--- config.mk ---
export PLATFORM = sky130hd
export DESIGN_NAME = rcf_reset_cause
export DESIGN_NICKNAME = d
export VERILOG_FILES = /design/src/design/rcf_pkg.sv /design/src/design/rcf_event_status.sv /design/src/design/rcf_reset_cause.sv
export SDC_FILE = /design/constraint.sdc
export NUM_CORES = 1
export LEC_CHECK = 0
export BUFFER_PORTS_ARGS = -buffer_cell sky130_fd_sc_hd__buf_2
export CORE_MARGIN = 1
export CORE_UTILIZATION = 53
export DETAILED_ROUTE_END_ITERATION = 6
export MAX_ROUTING_LAYER = met4
export PLACE_DENSITY_LB_ADDON = 0.15
export RECOVER_POWER = 25
export SETUP_SLACK_MARGIN = 0.1
export SYNTH_ARGS = -nofsm -noshare
export SYNTH_HDL_FRONTEND = slang
export SYNTH_SLANG_ARGS = --single-unit
--- constraint.sdc ---
create_clock -name clk -period 1.9 [get_ports clk]
set_input_delay 0.19 -clock clk [delete_from_list [all_inputs] [get_ports clk]]
set_output_delay 0.19 -clock clk [all_outputs]
set_load 0.05 [all_outputs]
--- src/design/rcf_pkg.sv ---
// constants and register map of the reset-cause flag block
// Functional notes
// - stack overflow sets bit 7; it holds until firmware writes zero or a power-on or brown-out clears it.
// - stack underflow sets bit 6; it holds until firmware writes zero or a power-on or brown-out clears it.
// - bit 5 is unimplemented, reads zero, and ignores writes.
// - watchdog reset clears bit 4; firmware may write one to rearm it.
// - external clear pin reset clears bit 3; firmware may write it back to one.
// - reset instruction clears bit 2; it reads one otherwise or after a one is written.
// - power-on reset clears bit 1; firmware writes one to detect the next one.
// - brown-out reset clears bit 0; firmware sets it after power-on or brown-out.
// - power-on or brown-out loads stack flags 0, bits 4 to 2 with 1; other resets keep both status bits.
package rcf_pkg;

    // register bus
    localparam int RCF_AW = 4;
    localparam int RCF_DW = 8;

    // register offsets
    localparam logic [RCF_AW-1:0] RCF_OFS_CAUSE = 4'h0;
    localparam logic [RCF_AW-1:0] RCF_OFS_STATUS = 4'h1;
    localparam logic [RCF_AW-1:0] RCF_OFS_MASK = 4'h2;

    // reset_cause_register field positions
    localparam int RCF_B_STK_OVF = 7;
    localparam int RCF_B_STK_UNF = 6;
    localparam int RCF_B_UNUSED = 5;
    localparam int RCF_B_WDT = 4;
    localparam int RCF_B_PIN = 3;
    localparam int RCF_B_OPCODE = 2;
    localparam int RCF_B_POR = 1;
    localparam int RCF_B_BROWNOUT = 0;

    // implemented bits of reset_cause_register
    localparam logic [RCF_DW-1:0] RCF_CAUSE_IMPL = 8'hdf;

    // value loaded by a power-on or brown-out: stack flags 0, cause flags 1
    localparam logic [RCF_DW-1:0] RCF_CAUSE_INIT = 8'h1c;
    // bits that a power-on or brown-out loads from the init value
    localparam logic [RCF_DW-1:0] RCF_CAUSE_INIT_MASK = 8'hdc;
    // value after the block's own asynchronous reset (a power-on)
    localparam logic [RCF_DW-1:0] RCF_CAUSE_RST = 8'h1c;

    // event status / mask field positions
    localparam int RCF_NEV = 7;
    localparam int RCF_E_STK_OVF = 6;
    localparam int RCF_E_STK_UNF = 5;
    localparam int RCF_E_WDT = 4;
    localparam int RCF_E_PIN = 3;
    localparam int RCF_E_OPCODE = 2;
    localparam int RCF_E_POR = 1;
    localparam int RCF_E_BROWNOUT = 0;

    localparam logic [RCF_NEV-1:0] RCF_STATUS_RST = 7'h00;
    localparam logic [RCF_NEV-1:0] RCF_MASK_RST = 7'h00;
    localparam logic [RCF_DW-1:0] RCF_RDATA_IDLE = 8'h00;

    typedef logic [RCF_NEV-1:0] rcf_events_t;

endpackage

--- src/design/rcf_event_status.sv ---
// sticky event status with clear-on-read, mask and level interrupt
`timescale 1ns/10ps
module rcf_event_status (
    // clock and reset
    input wire logic clk,
    input wire logic resetn,
    // events
    input wire rcf_pkg::rcf_events_t events,
    // register access
    input wire logic status_rd,
    input wire logic mask_wr,
    input wire rcf_pkg::rcf_events_t mask_wdata,
    // state
    output rcf_pkg::rcf_events_t status_q,
    output rcf_pkg::rcf_events_t mask_q,
    output logic irq
);
    import rcf_pkg::*;

    rcf_events_t status_d;
    rcf_events_t mask_d;

    // a read clears, but an event in the same cycle survives the clear
    assign status_d = (status_rd ? RCF_STATUS_RST : status_q) | events;
    assign mask_d = mask_wr ? mask_wdata : mask_q;
    assign irq = |(status_q & mask_q);

    always_ff @(posedge clk or negedge resetn) begin
        if (!resetn) begin
            status_q <= RCF_STATUS_RST;
            mask_q <= RCF_MASK_RST;
        end else begin
            status_q <= status_d;
            mask_q <= mask_d;
        end
    end

endmodule // rcf_event_status

--- src/design/rcf_reset_cause.sv ---
// reset-cause flag register with event status and register port
`timescale 1ns/10ps
module rcf_reset_cause (
    // clock and reset
    input wire logic clk,
    input wire logic resetn,
    // reset and stack events from the reset logic, one-cycle pulses
    input wire logic stack_overflow_event,
    input wire logic stack_underflow_event,
    input wire logic watchdog_reset_event,
    input wire logic pin_reset_event,
    input wire logic reset_opcode_event,
    input wire logic power_on_event,
    input wire logic brownout_event,
    // register port
    input wire logic [rcf_pkg::RCF_AW-1:0] addr,
    input wire logic [rcf_pkg::RCF_DW-1:0] wdata,
    input wire logic wr_en,
    input wire logic rd_en,
    output logic [rcf_pkg::RCF_DW-1:0] rdata,
    // flag view and interrupt
    output logic [rcf_pkg::RCF_DW-1:0] reset_cause_register,
    output logic irq
);
    import rcf_pkg::*;

    // next value of one flag: hardware set, then hardware clear, then firmware write
    function automatic logic flag_next(
        input logic cur,
        input logic hw_set,
        input logic hw_clr,
        input logic fw_wr,
        input logic fw_bit
    );
        logic res;
        res = cur;
        if (hw_set) begin
            res = 1'b1;
        end else if (hw_clr) begin
            res = 1'b0;
        end else if (fw_wr) begin
            res = fw_bit;
        end
        return res;
    endfunction

    // register decode
    wire sel_cause;
    wire sel_status;
    wire sel_mask;
    wire cause_wr;
    wire mask_wr;
    wire status_rd;

    assign sel_cause = (addr == RCF_OFS_CAUSE);
    assign sel_status = (addr == RCF_OFS_STATUS);
    assign sel_mask = (addr == RCF_OFS_MASK);
    assign cause_wr = wr_en & sel_cause;
    assign mask_wr = wr_en & sel_mask;
    assign status_rd = rd_en & sel_status;

    // power-on and brown-out both reload the two stack flags and the three cause flags
    wire full_init;
    assign full_init = power_on_event | brownout_event;

    // hardware set and clear terms for each bit
    logic [RCF_DW-1:0] hw_set;
    logic [RCF_DW-1:0] hw_clr;

    always_comb begin
        hw_set = '0;
        hw_clr = '0;
        // stack flags are set by their stack fault
        hw_set[RCF_B_STK_OVF] = stack_overflow_event & ~full_init;
        hw_set[RCF_B_STK_UNF] = stack_underflow_event & ~full_init;
        // cause flags are cleared by the reset they name
        hw_clr[RCF_B_WDT] = watchdog_reset_event & ~full_init;
        hw_clr[RCF_B_PIN] = pin_reset_event & ~full_init;
        hw_clr[RCF_B_OPCODE] = reset_opcode_event & ~full_init;
        // power-on clears both status bits, brown-out only its own
        hw_clr[RCF_B_POR] = power_on_event;
        hw_clr[RCF_B_BROWNOUT] = power_on_event | brownout_event;
        // power-on or brown-out loads the init value into the five flags
        if (full_init) begin
            hw_set = hw_set | (RCF_CAUSE_INIT & RCF_CAUSE_INIT_MASK);
            hw_clr = hw_clr | (~RCF_CAUSE_INIT & RCF_CAUSE_INIT_MASK);
        end
    end

    // flag register
    logic [RCF_DW-1:0] cause_q;
    logic [RCF_DW-1:0] cause_d;

    always_comb begin
        cause_d = '0;
        for (int i = 0; i < RCF_DW; i++) begin
            cause_d[i] = flag_next(cause_q[i], hw_set[i], hw_clr[i], cause_wr, wdata[i]);
        end
        // the unimplemented bit never stores anything
        cause_d[RCF_B_UNUSED] = 1'b0;
    end

    always_ff @(posedge clk or negedge resetn) begin
        if (!resetn) begin
            cause_q <= RCF_CAUSE_RST;
        end else begin
            cause_q <= cause_d & RCF_CAUSE_IMPL;
        end
    end

    assign reset_cause_register = cause_q;

    // event status, mask and interrupt
    rcf_events_t events;
    rcf_events_t status_q;
    rcf_events_t mask_q;

    always_comb begin
        events = '0;
        events[RCF_E_STK_OVF] = stack_overflow_event;
        events[RCF_E_STK_UNF] = stack_underflow_event;
        events[RCF_E_WDT] = watchdog_reset_event;
        events[RCF_E_PIN] = pin_reset_event;
        events[RCF_E_OPCODE] = reset_opcode_event;
        events[RCF_E_POR] = power_on_event;
        events[RCF_E_BROWNOUT] = brownout_event;
    end

    rcf_event_status u_status (
        .clk(clk),
        .resetn(resetn),
        .events(events),
        .status_rd(status_rd),
        .mask_wr(mask_wr),
        .mask_wdata(wdata[RCF_NEV-1:0]),
        .status_q(status_q),
        .mask_q(mask_q),
        .irq(irq)
    );

    // read mux, unmapped offsets read zero
    logic [RCF_DW-1:0] rd_mux;

    always_comb begin
        rd_mux = RCF_RDATA_IDLE;
        if (sel_cause) begin
            rd_mux = cause_q & RCF_CAUSE_IMPL;
        end else if (sel_status) begin
            rd_mux = {1'b0, status_q};
        end else if (sel_mask) begin
            rd_mux = {1'b0, mask_q};
        end
    end

    // read data stand only in the cycle after the read strobe
    logic [RCF_DW-1:0] rdata_q;
    logic [RCF_DW-1:0] rdata_d;

    assign rdata_d = rd_en ? rd_mux : RCF_RDATA_IDLE;

    always_ff @(posedge clk or negedge resetn) begin
        if (!resetn) begin
            rdata_q <= RCF_RDATA_IDLE;
        end else begin
            rdata_q <= rdata_d;
        end
    end

    assign rdata = rdata_q;

endmodule // rcf_reset_cause

==> metrics, run 1 <==
Final setup viols=0; MaxCap Viol Count=0; via count=1122; Slew Limit Headroom=0.471; H-Tree Depth=2; CORE AREA=2280 um^2; RSZ-0062 raised after global routing=false; Critical Path RT=1.71 ns; Worst Clk Skew=0.00382 ns; Wirelength per Cell=17.0 um; number of CTS-inserted buffers=5; Final Routed Wirelength=3190 um; Cell variety after synth=30; Worst Path Arrival=1.51 ns; commonest non-fill, non-tap cell in the layout=buf_2; Die Wd=51.7 um; setup TNS after final layout=0 ns; post-route ant nets=0; Clock Tree Root=clkbuf_4; Die Ht=51.7 um; first-pass GRT wire length=4980 um; Layout Nets=181; top cells by area, synth=dfrtp_1 50%, dfstp_2 6.0%, mux2_2 6.0%; Design Power=1.36 mW; Setup Fix Bufs, Post-CTS=0; Fin. Hold Viols=0; Post-Synthesis Net Count=140; startpoint class of the critical path=register; Setup CP Type=register to output pin; largest net degree at the start of global routing=30; IO Count=40; syn avg cell area=11.2 um^2; Reg clk slew, reported paths=0.09 ns; HP Class=input port to register; cell taking the most area after synthesis=dfrtp_1; antenna fix cells=0; Skew-Pair Late Insertion Delay=0.33 ns; routability congestion estimate=0.858; CTS tree=yes; final core utilization=0.698; antenna violations before repair=0; final slew viol count=0; CTS Sinks=29; status=completed; Tcrit/Tclk final=0.895; leakage=0.742 nW; commonest cells after routing, fill and taps aside=37 x buf_2, 26 x dfrtp_1, 11 x a21oi_1, 9 x nand2_1, 8 x nand3_1; share of cells above drive strength 1=0.390; die area=2670 um^2; GRT Util Overall=0.285; Syn Inst Count=117; synth warn=0; Port-buffer cells=38; Fmax=0.588 GHz; maximum VDD drop=0.000734 V; min Tclk post-route=1.70 ns; Cells after DPL=178; num rows=17; WHS=0.0378 ns; dpl hpwl=2250 um; Seq/Total Area, Yosys=0.558; DRC viols=0; CP max FO=3; Initial Util=0.574; Critical Path Sink Type=output pin; routed vias/inst=6.00; gr ovfl total=0; area delta synth->final=21.5%; CTS max path bufs=2; 1st-iter DRT viols=40; vias in the first global route=1031; synthesized cell area=1310 um^2; Yosys reg bits=29; actual slew at the worst max-slew pin=0.791 ns; Layout Cells excl Fill=187; PwrDens=858 nW/um^2; Filler cells=186; first drt pass iteration count=4; top-area cell type share of the netlist area=0.498
==> worst paths after layout <==
kind	from	to	slack [ns]	depth (start not counted)
min reg2reg	u_status.status_q[2]	u_status.status_q[2]	0.52	1
max	u_status.status_q[6]	irq	0.20	3
max in group asynchronous	resetn	u_status.status_q[5]	1.09	2
min	power_on_event	reset_cause_register[1]	0.04	2
min in group asynchronous	resetn	reset_cause_register[7]	0.39	2
max reg2reg	reset_cause_register[3]	reset_cause_register[3]	0.93	3
==> flip-flops by register name (all words and copies together) (netlist names) <==
register / cells
rdata: 8
reset_cause_register: 7
u_status.mask_q: 7
u_status.status_q: 7
==> cell type report <==
cell class | instances | area (um^2) | area share
repair buffers | 41 | 214 | 0.135
inverters | 3 | 11.3 | 0.00709
clock inverters | 1 | 5.00 | 0.00315
multi-input cells | 78 | 529 | 0.333
well taps | 28 | 35.0 | 0.0220
clock buffers | 7 | 65.1 | 0.0409
flip-flops and latches | 29 | 729 | 0.459
==> cells by family after synthesis <==
family,synth area share
simple gates,0.173
compound gates,0.172
flops,0.558
buf+inv,0.0335
mux,0.0603
other cells,0.00287
==> critical path: stages, from the launching register on <==
cell and delay [ns]:
dfrtp_1 0.42, a222oi_1 0.39, nand3_1 0.13, buf_2 0.24
==> timing repair <==
item / 4_1_cts / 5_1_grt
gates resized for setup: 0 / 0
hold buffers: 1 / 0
hold endpoints to repair: 26 / 0
==> where the power goes <==
| part | internal, mW | switching (mW) | total [mW] |
|---|---|---|---|
| combinational | 0.0876 | 0.136 | 0.224 |
| sequential | 0.667 | 0.0398 | 0.707 |
| clock | 0.214 | 0.218 | 0.432 |
==> per-layer routing <==
layer,vias to the layer above,track usage,wire length (um)
met4,0,0.153,78
met5,-,-,0
met1,559,0.327,1330
met3,9,0.0848,185
met2,50,0.448,1590
li1,504,-,-
==> cells in the mapped netlist <==
| cell | n |
|---|---|
| nand4b_1 | 3 |
| nand2_1 | 9 |
| a222oi_1 | 1 |
| o221ai_1 | 6 |
| buf_1 | 1 |
| or3b_1 | 1 |
| and2b_1 | 1 |
| or2_2 | 2 |
| nand2_4 | 1 |
| nor2_1 | 1 |
| nand2_2 | 1 |
| a21o_1 | 7 |
| clkbuf_1 | 3 |
| nor2b_1 | 5 |
| a21oi_1 | 11 |
| buf_2 | 2 |
| buf_4 | 1 |
| nor3b_4 | 1 |
| nand3_1 | 8 |
| and3_1 | 1 |
| nor3b_2 | 1 |
| conb_1 | 1 |
| dfrtp_1 | 26 |
| a22oi_1 | 3 |
| inv_1 | 3 |
| a31oi_1 | 2 |
| o21ai_0 | 4 |
| mux2_2 | 7 |
| dfstp_2 | 3 |
| or4_1 | 1 |
==> through the flow <==
step / area (um^2) / setup WS [ns]
after global routing: 1590 / 0.128
after floorplan: 1310 / 0.586
final: 1590 / 0.200
after detailed placement: 1520 / 0.438
after CTS: 1600 / 0.214
after global placement: 1520 / 0.529
(Power assumes the default switching activity.)
==> run 2, diff against run 1 <==
CELL_PAD_IN_SITES_DETAIL_PLACEMENT = 1   (was default)
CELL_PAD_IN_SITES_GLOBAL_PLACEMENT = 1   (was default)
CORE_UTILIZATION = 41   (was 53)
MAX_ROUTING_LAYER = default   (was met4)
==> metrics, run 2 (same netlist as run 1, synthesis figures left out) <==
Die Wd=58.5 um (+13%); dpl hpwl=2710 um (+20%); share of cells above drive strength 1=0.375 (-0.0149); GRT Util Overall=0.243 (-0.0418); final worst slack=0.248 ns (+0.0474 ns); actual slew at the worst max-slew pin=0.722 ns (-0.0692 ns); first-pass GRT wire length=5930 um (+19%); setup TNS after final layout=0 ns (unchanged); min Tclk post-route=1.65 ns (-0.0474 ns); Initial Util=0.432 (-0.143); CTS Sinks=29 (unchanged); first drt pass iteration count=7 (+3); PwrDens=808 nW/um^2 (-5.7%); Setup Fix Bufs, Post-CTS=0 (unchanged); area occupied by multi-input gates=524 um^2 (-0.95%); # resized after CTS=0 (unchanged); via count=1148 (+2.3%); maximum VDD drop=0.000479 V (-35%); IO Count=40 (unchanged); Layout Nets=182 (+0.55%); Setup WS pre-CTS=0.414 ns (-0.0236 ns); post-route ant nets=0 (unchanged); Fmax=0.605 GHz (+2.9%); die area=3420 um^2 (+28%); Filler cells=350 (+88%); CTS max path bufs=2 (unchanged); Clock Tree Root=clkbuf_4; vias in the first global route=1207 (+17%); largest net degree at the start of global routing=30 (unchanged); Setup CP Type=register to output pin; routability congestion estimate=0.753 (-12%); Slew Limit Headroom=0.519 (+0.0473); area delta synth->final=21.5% (unchanged); Worst Clk Skew=0.00876 ns (+0.00494 ns); Fin. Hold Viols=0 (unchanged); number of CTS-inserted buffers=5 (unchanged); hold buffers post-CTS=1 (unchanged); CORE AREA=3030 um^2 (+33%); 1st-iter DRT viols=27 (-33%); commonest cells after routing, fill and taps aside=36 x buf_2, 26 x dfrtp_1, 11 x nand2_1, 11 x a21oi_1, 8 x nand3_1; Worst Path Arrival=1.46 ns (-0.05 ns); Wirelength per Cell=18.1 um (+6.1%); Die Ht=58.5 um (+13%); Final setup viols=0 (unchanged); routed vias/inst=5.63 (-6.2%); MaxCap Viol Count=0 (unchanged); storage element area=729 um^2 (unchanged); CP max FO=3 (unchanged); num rows=20 (+3); Critical Path Sink Type=output pin; DRC viols=2 (+2); startpoint class of the critical path=register; Skew-Pair Late Insertion Delay=0.32 ns (about the same); leakage=0.724 nW (-2.5%); Final Routed Wirelength=3690 um (+16%); gr ovfl total=0 (unchanged); CTS tree=yes; status=finished with violations; Reg clk slew, reported paths=0.09 ns (about the same); RSZ-0062 raised after global routing=false; max reg flops=8 (unchanged); Tcrit/Tclk final=0.870 (-0.0249); Critical Path RT=1.71 ns (about the same); commonest non-fill, non-tap cell in the layout=buf_2; Port-buffer cells=38 (unchanged); HP Class=input port to register; failing checks=DRC; final slew viol count=0 (unchanged); antenna violations before repair=0 (unchanged); design area=1590 um^2 (unchanged); Post-DP Area=1540 um^2 (+1.8%); H-Tree Depth=2 (unchanged); antenna fix cells=0 (unchanged)
-- run 2: cell types whose count changed in the layout (fill, tap and decap cells not counted), sizes merged --
| cell | previous run | this run |
|---|---|---|
| buf | 39 | 38 |
| clkbuf | 8 | 9 |
| clkinv | 1 | 2 |
-- run 2: power by group --
| group | switching [mW] | internal, mW |
|---|---|---|
| clock | 0.208 | 0.141 |
| sequential | 0.0386 | 0.667 |
| combinational | 0.142 | 0.0881 |
| total | 0.389 | 0.896 |
-- run 2: critical path: stages, from the launching register on --
cell      delay, ns
dfrtp_1        0.44
a222oi_1       0.35
nand3_1        0.12
buf_2          0.23
-- run 2: area by class of cell --
class	count	share of cell area
multi-input combinational	78	0.330
clock buffer	6	0.0260
sequential	29	0.459
clock inverter	2	0.00630
timing repair buffer	42	0.137
tap	44	0.0346
inverter	3	0.00709
-- run 2: layer usage --
metal  vias up  global-route usage  wire length [um]
li1        507                   -                 -
met1       586               0.293              1450
met2        49               0.432              1980
met3         6              0.0484               214
met4         0              0.0850                52
met5         -                   0                 0
-- run 2: worst paths after layout --
path | from | end | slack [ns] | cells after the start
max | u_status.status_q[6] | irq | 0.25 | 3
min | stack_overflow_event | u_status.status_q[6] | 0.06 | 2
max reg2reg | reset_cause_register[4] | reset_cause_register[4] | 0.88 | 3
min reg2reg | u_status.status_q[1] | u_status.status_q[1] | 0.52 | 1
max in group asynchronous | resetn | rdata[4] | 0.98 | 2
min in group asynchronous | resetn | reset_cause_register[6] | 0.46 | 2
-- run 2: per-stage QoR --
| step | utilization | hold WS (ns) | cells | total power, mW |
|---|---|---|---|---|
| floorplan | - | -0.106 | 117 | 0.853 |
| global placement | 0.510 | 0.242 | 195 | 0.935 |
| detailed placement | 0.510 | 0.247 | 195 | 0.950 |
| CTS | 0.530 | 0.0588 | 204 | 1.30 |
| global route | 0.525 | 0.0529 | 204 | 1.34 |
| finish | 0.525 | 0.0609 | 204 | 1.28 |
==> run 3, diff against run 2 <==
REMOVE_ABC_BUFFERS = 1   (was default)
==> metrics, run 3 (same netlist as run 1, synthesis figures left out) <==
Reg power frac=0.544 (-0.005); Die Ht=58.5 um (unchanged); Die Wd=58.5 um (unchanged); CTS tree=yes; Pint=900 uW (+0.50%); Setup Fix Bufs, Post-CTS=0 (unchanged); 1st-iter DRT viols=38 (+41%); hold buffers post-CTS=1 (unchanged); switching power=395 uW (+1.6%); startpoint class of the critical path=register; dpl hpwl=2740 um (+1.2%); Filler cells=364 (+4.0%); Worst Path Arrival=1.53 ns (+0.07 ns); CP max FO=3 (unchanged); final slew viol count=0 (unchanged); number of CTS-inserted buffers=5 (unchanged); Setup WS pre-CTS=0.448 ns (+0.0336 ns); RSZ-0062 raised after global routing=false; Setup CP Type=register to output pin; share of cells above drive strength 1=0.352 (-0.0228); Clock Tree Root=clkbuf_4; Wirelength per Cell=18.6 um (+2.8%); post-route ant nets=0 (unchanged); combinational power share=0.175 (-0.004); setup TNS after final layout=0 ns (unchanged); CTS max path bufs=2 (unchanged); first drt pass iteration count=5 (-2); max reg flops=8 (unchanged); CORE AREA=3030 um^2 (unchanged); leakage=0.719 nW (-0.62%); status=completed; die area=3420 um^2 (unchanged); vias in the first global route=1211 (+0.33%); Critical Path Sink Type=output pin; HP Class=input port to register; Sw Ratio=0.305 (+0.00237); Tcrit/Tclk final=0.905 (+0.0352); Design Power=1.30 mW (+0.84%); Fmax=0.582 GHz (-3.9%); flop2flop setup slack=0.89 ns (about the same); GRT Util Overall=0.251 (+0.00837); min Tclk post-route=1.72 ns (+0.0669 ns); design area=1570 um^2 (-1.0%); via count=1126 (-1.9%); Cells after DPL=194 (-0.51%); PwrDens=824 nW/um^2 (+1.9%); final core utilization=0.519 (-0.00537); Slew Limit Headroom=0.374 (-0.145); antenna fix cells=0 (unchanged); WHS=0.0388 ns (-0.0221 ns); routed vias/inst=5.55 (-1.4%); first-pass GRT wire length=6080 um (+2.5%); final worst slack=0.181 ns (-0.0669 ns); Critical Path RT=1.71 ns (about the same); actual slew at the worst max-slew pin=0.938 ns (+0.216 ns); routability congestion estimate=0.784 (+4.1%); Final setup viols=0 (unchanged); Post-DP Area=1540 um^2 (-0.49%); Skew-Pair Late Insertion Delay=0.33 ns (about the same); Final Routed Wirelength=3780 um (+2.3%); commonest non-fill, non-tap cell in the layout=buf_2; largest net degree at the start of global routing=30 (unchanged); CTS Sinks=29 (unchanged); gr ovfl total=0 (unchanged); # resized after CTS=0 (unchanged); DRC viols=0 (-2); IO Count=40 (unchanged); commonest cells after routing, fill and taps aside=35 x buf_2, 26 x dfrtp_1, 11 x a21oi_1, 10 x nand2_1, 8 x nand3_1; clock share of power=0.280 (+0.008); antenna violations before repair=0 (unchanged); num rows=20 (unchanged); Initial Util=0.432 (unchanged); maximum VDD drop=0.000392 V (-18%); Port-buffer cells=38 (unchanged); Layout Cells excl Fill=203 (-0.49%); area delta synth->final=20.3%; Layout Nets=181 (-0.55%); Reg clk slew, reported paths=0.09 ns (about the same); MaxCap Viol Count=0 (unchanged); Worst Clk Skew=0.00195 ns (-0.00682 ns); Fin. Hold Viols=0 (unchanged); H-Tree Depth=2 (unchanged)
==> run 3: cell count changes in the layout (fill, tap and decap cells not counted), sizes merged <==
cell	change
clkbuf	+2
clkinv	-2
buf	-1
==> run 3: power groups by stage <==
stage	sequential [mW]	clock, mW	combinational [mW]
2_1_floorplan	0.738	0	0.108
3_3_place_gp	0.714	0	0.221
3_5_place_dp	0.716	0	0.230
4_1_cts	0.704	0.367	0.233
5_1_grt	0.711	0.393	0.248
6_report	0.705	0.363	0.227
==> run 3: layout make-up <==
cell class	instances	area, um^2	area share
sequential	29	729	0.464
clock buffer	8	48.8	0.0310
inverter	3	11.3	0.00716
multi-input combinational	78	515	0.328
tap	44	55.1	0.0350
timing repair buffer	41	213	0.135
==> run 3: per-layer routing <==
layer / wire length, um / global-route usage
met2: 1890 / 0.424
met1: 1640 / 0.314
met3: 172 / 0.0615
met4: 65 / 0.0918
met5: 0 / 0
==> run 3: final timing paths <==
path | start | to | cells after the start
worst max-delay path | u_status.status_q[6] | irq | 3
worst min-delay path | power_on_event | reset_cause_register[1] | 2
worst max register to register | reset_cause_register[2] | reset_cause_register[2] | 3
worst min register to register | u_status.status_q[5] | u_status.status_q[5] | 1
max in group asynchronous | resetn | rdata[6] | 2
min in group asynchronous | resetn | u_status.mask_q[6] | 2
==> run 3: worst max-delay path, cell delays in order, from the launching register on <==
cell and delay [ns]:
dfrtp_1 0.43, a222oi_1 0.42, nand3_1 0.12, buf_2 0.23
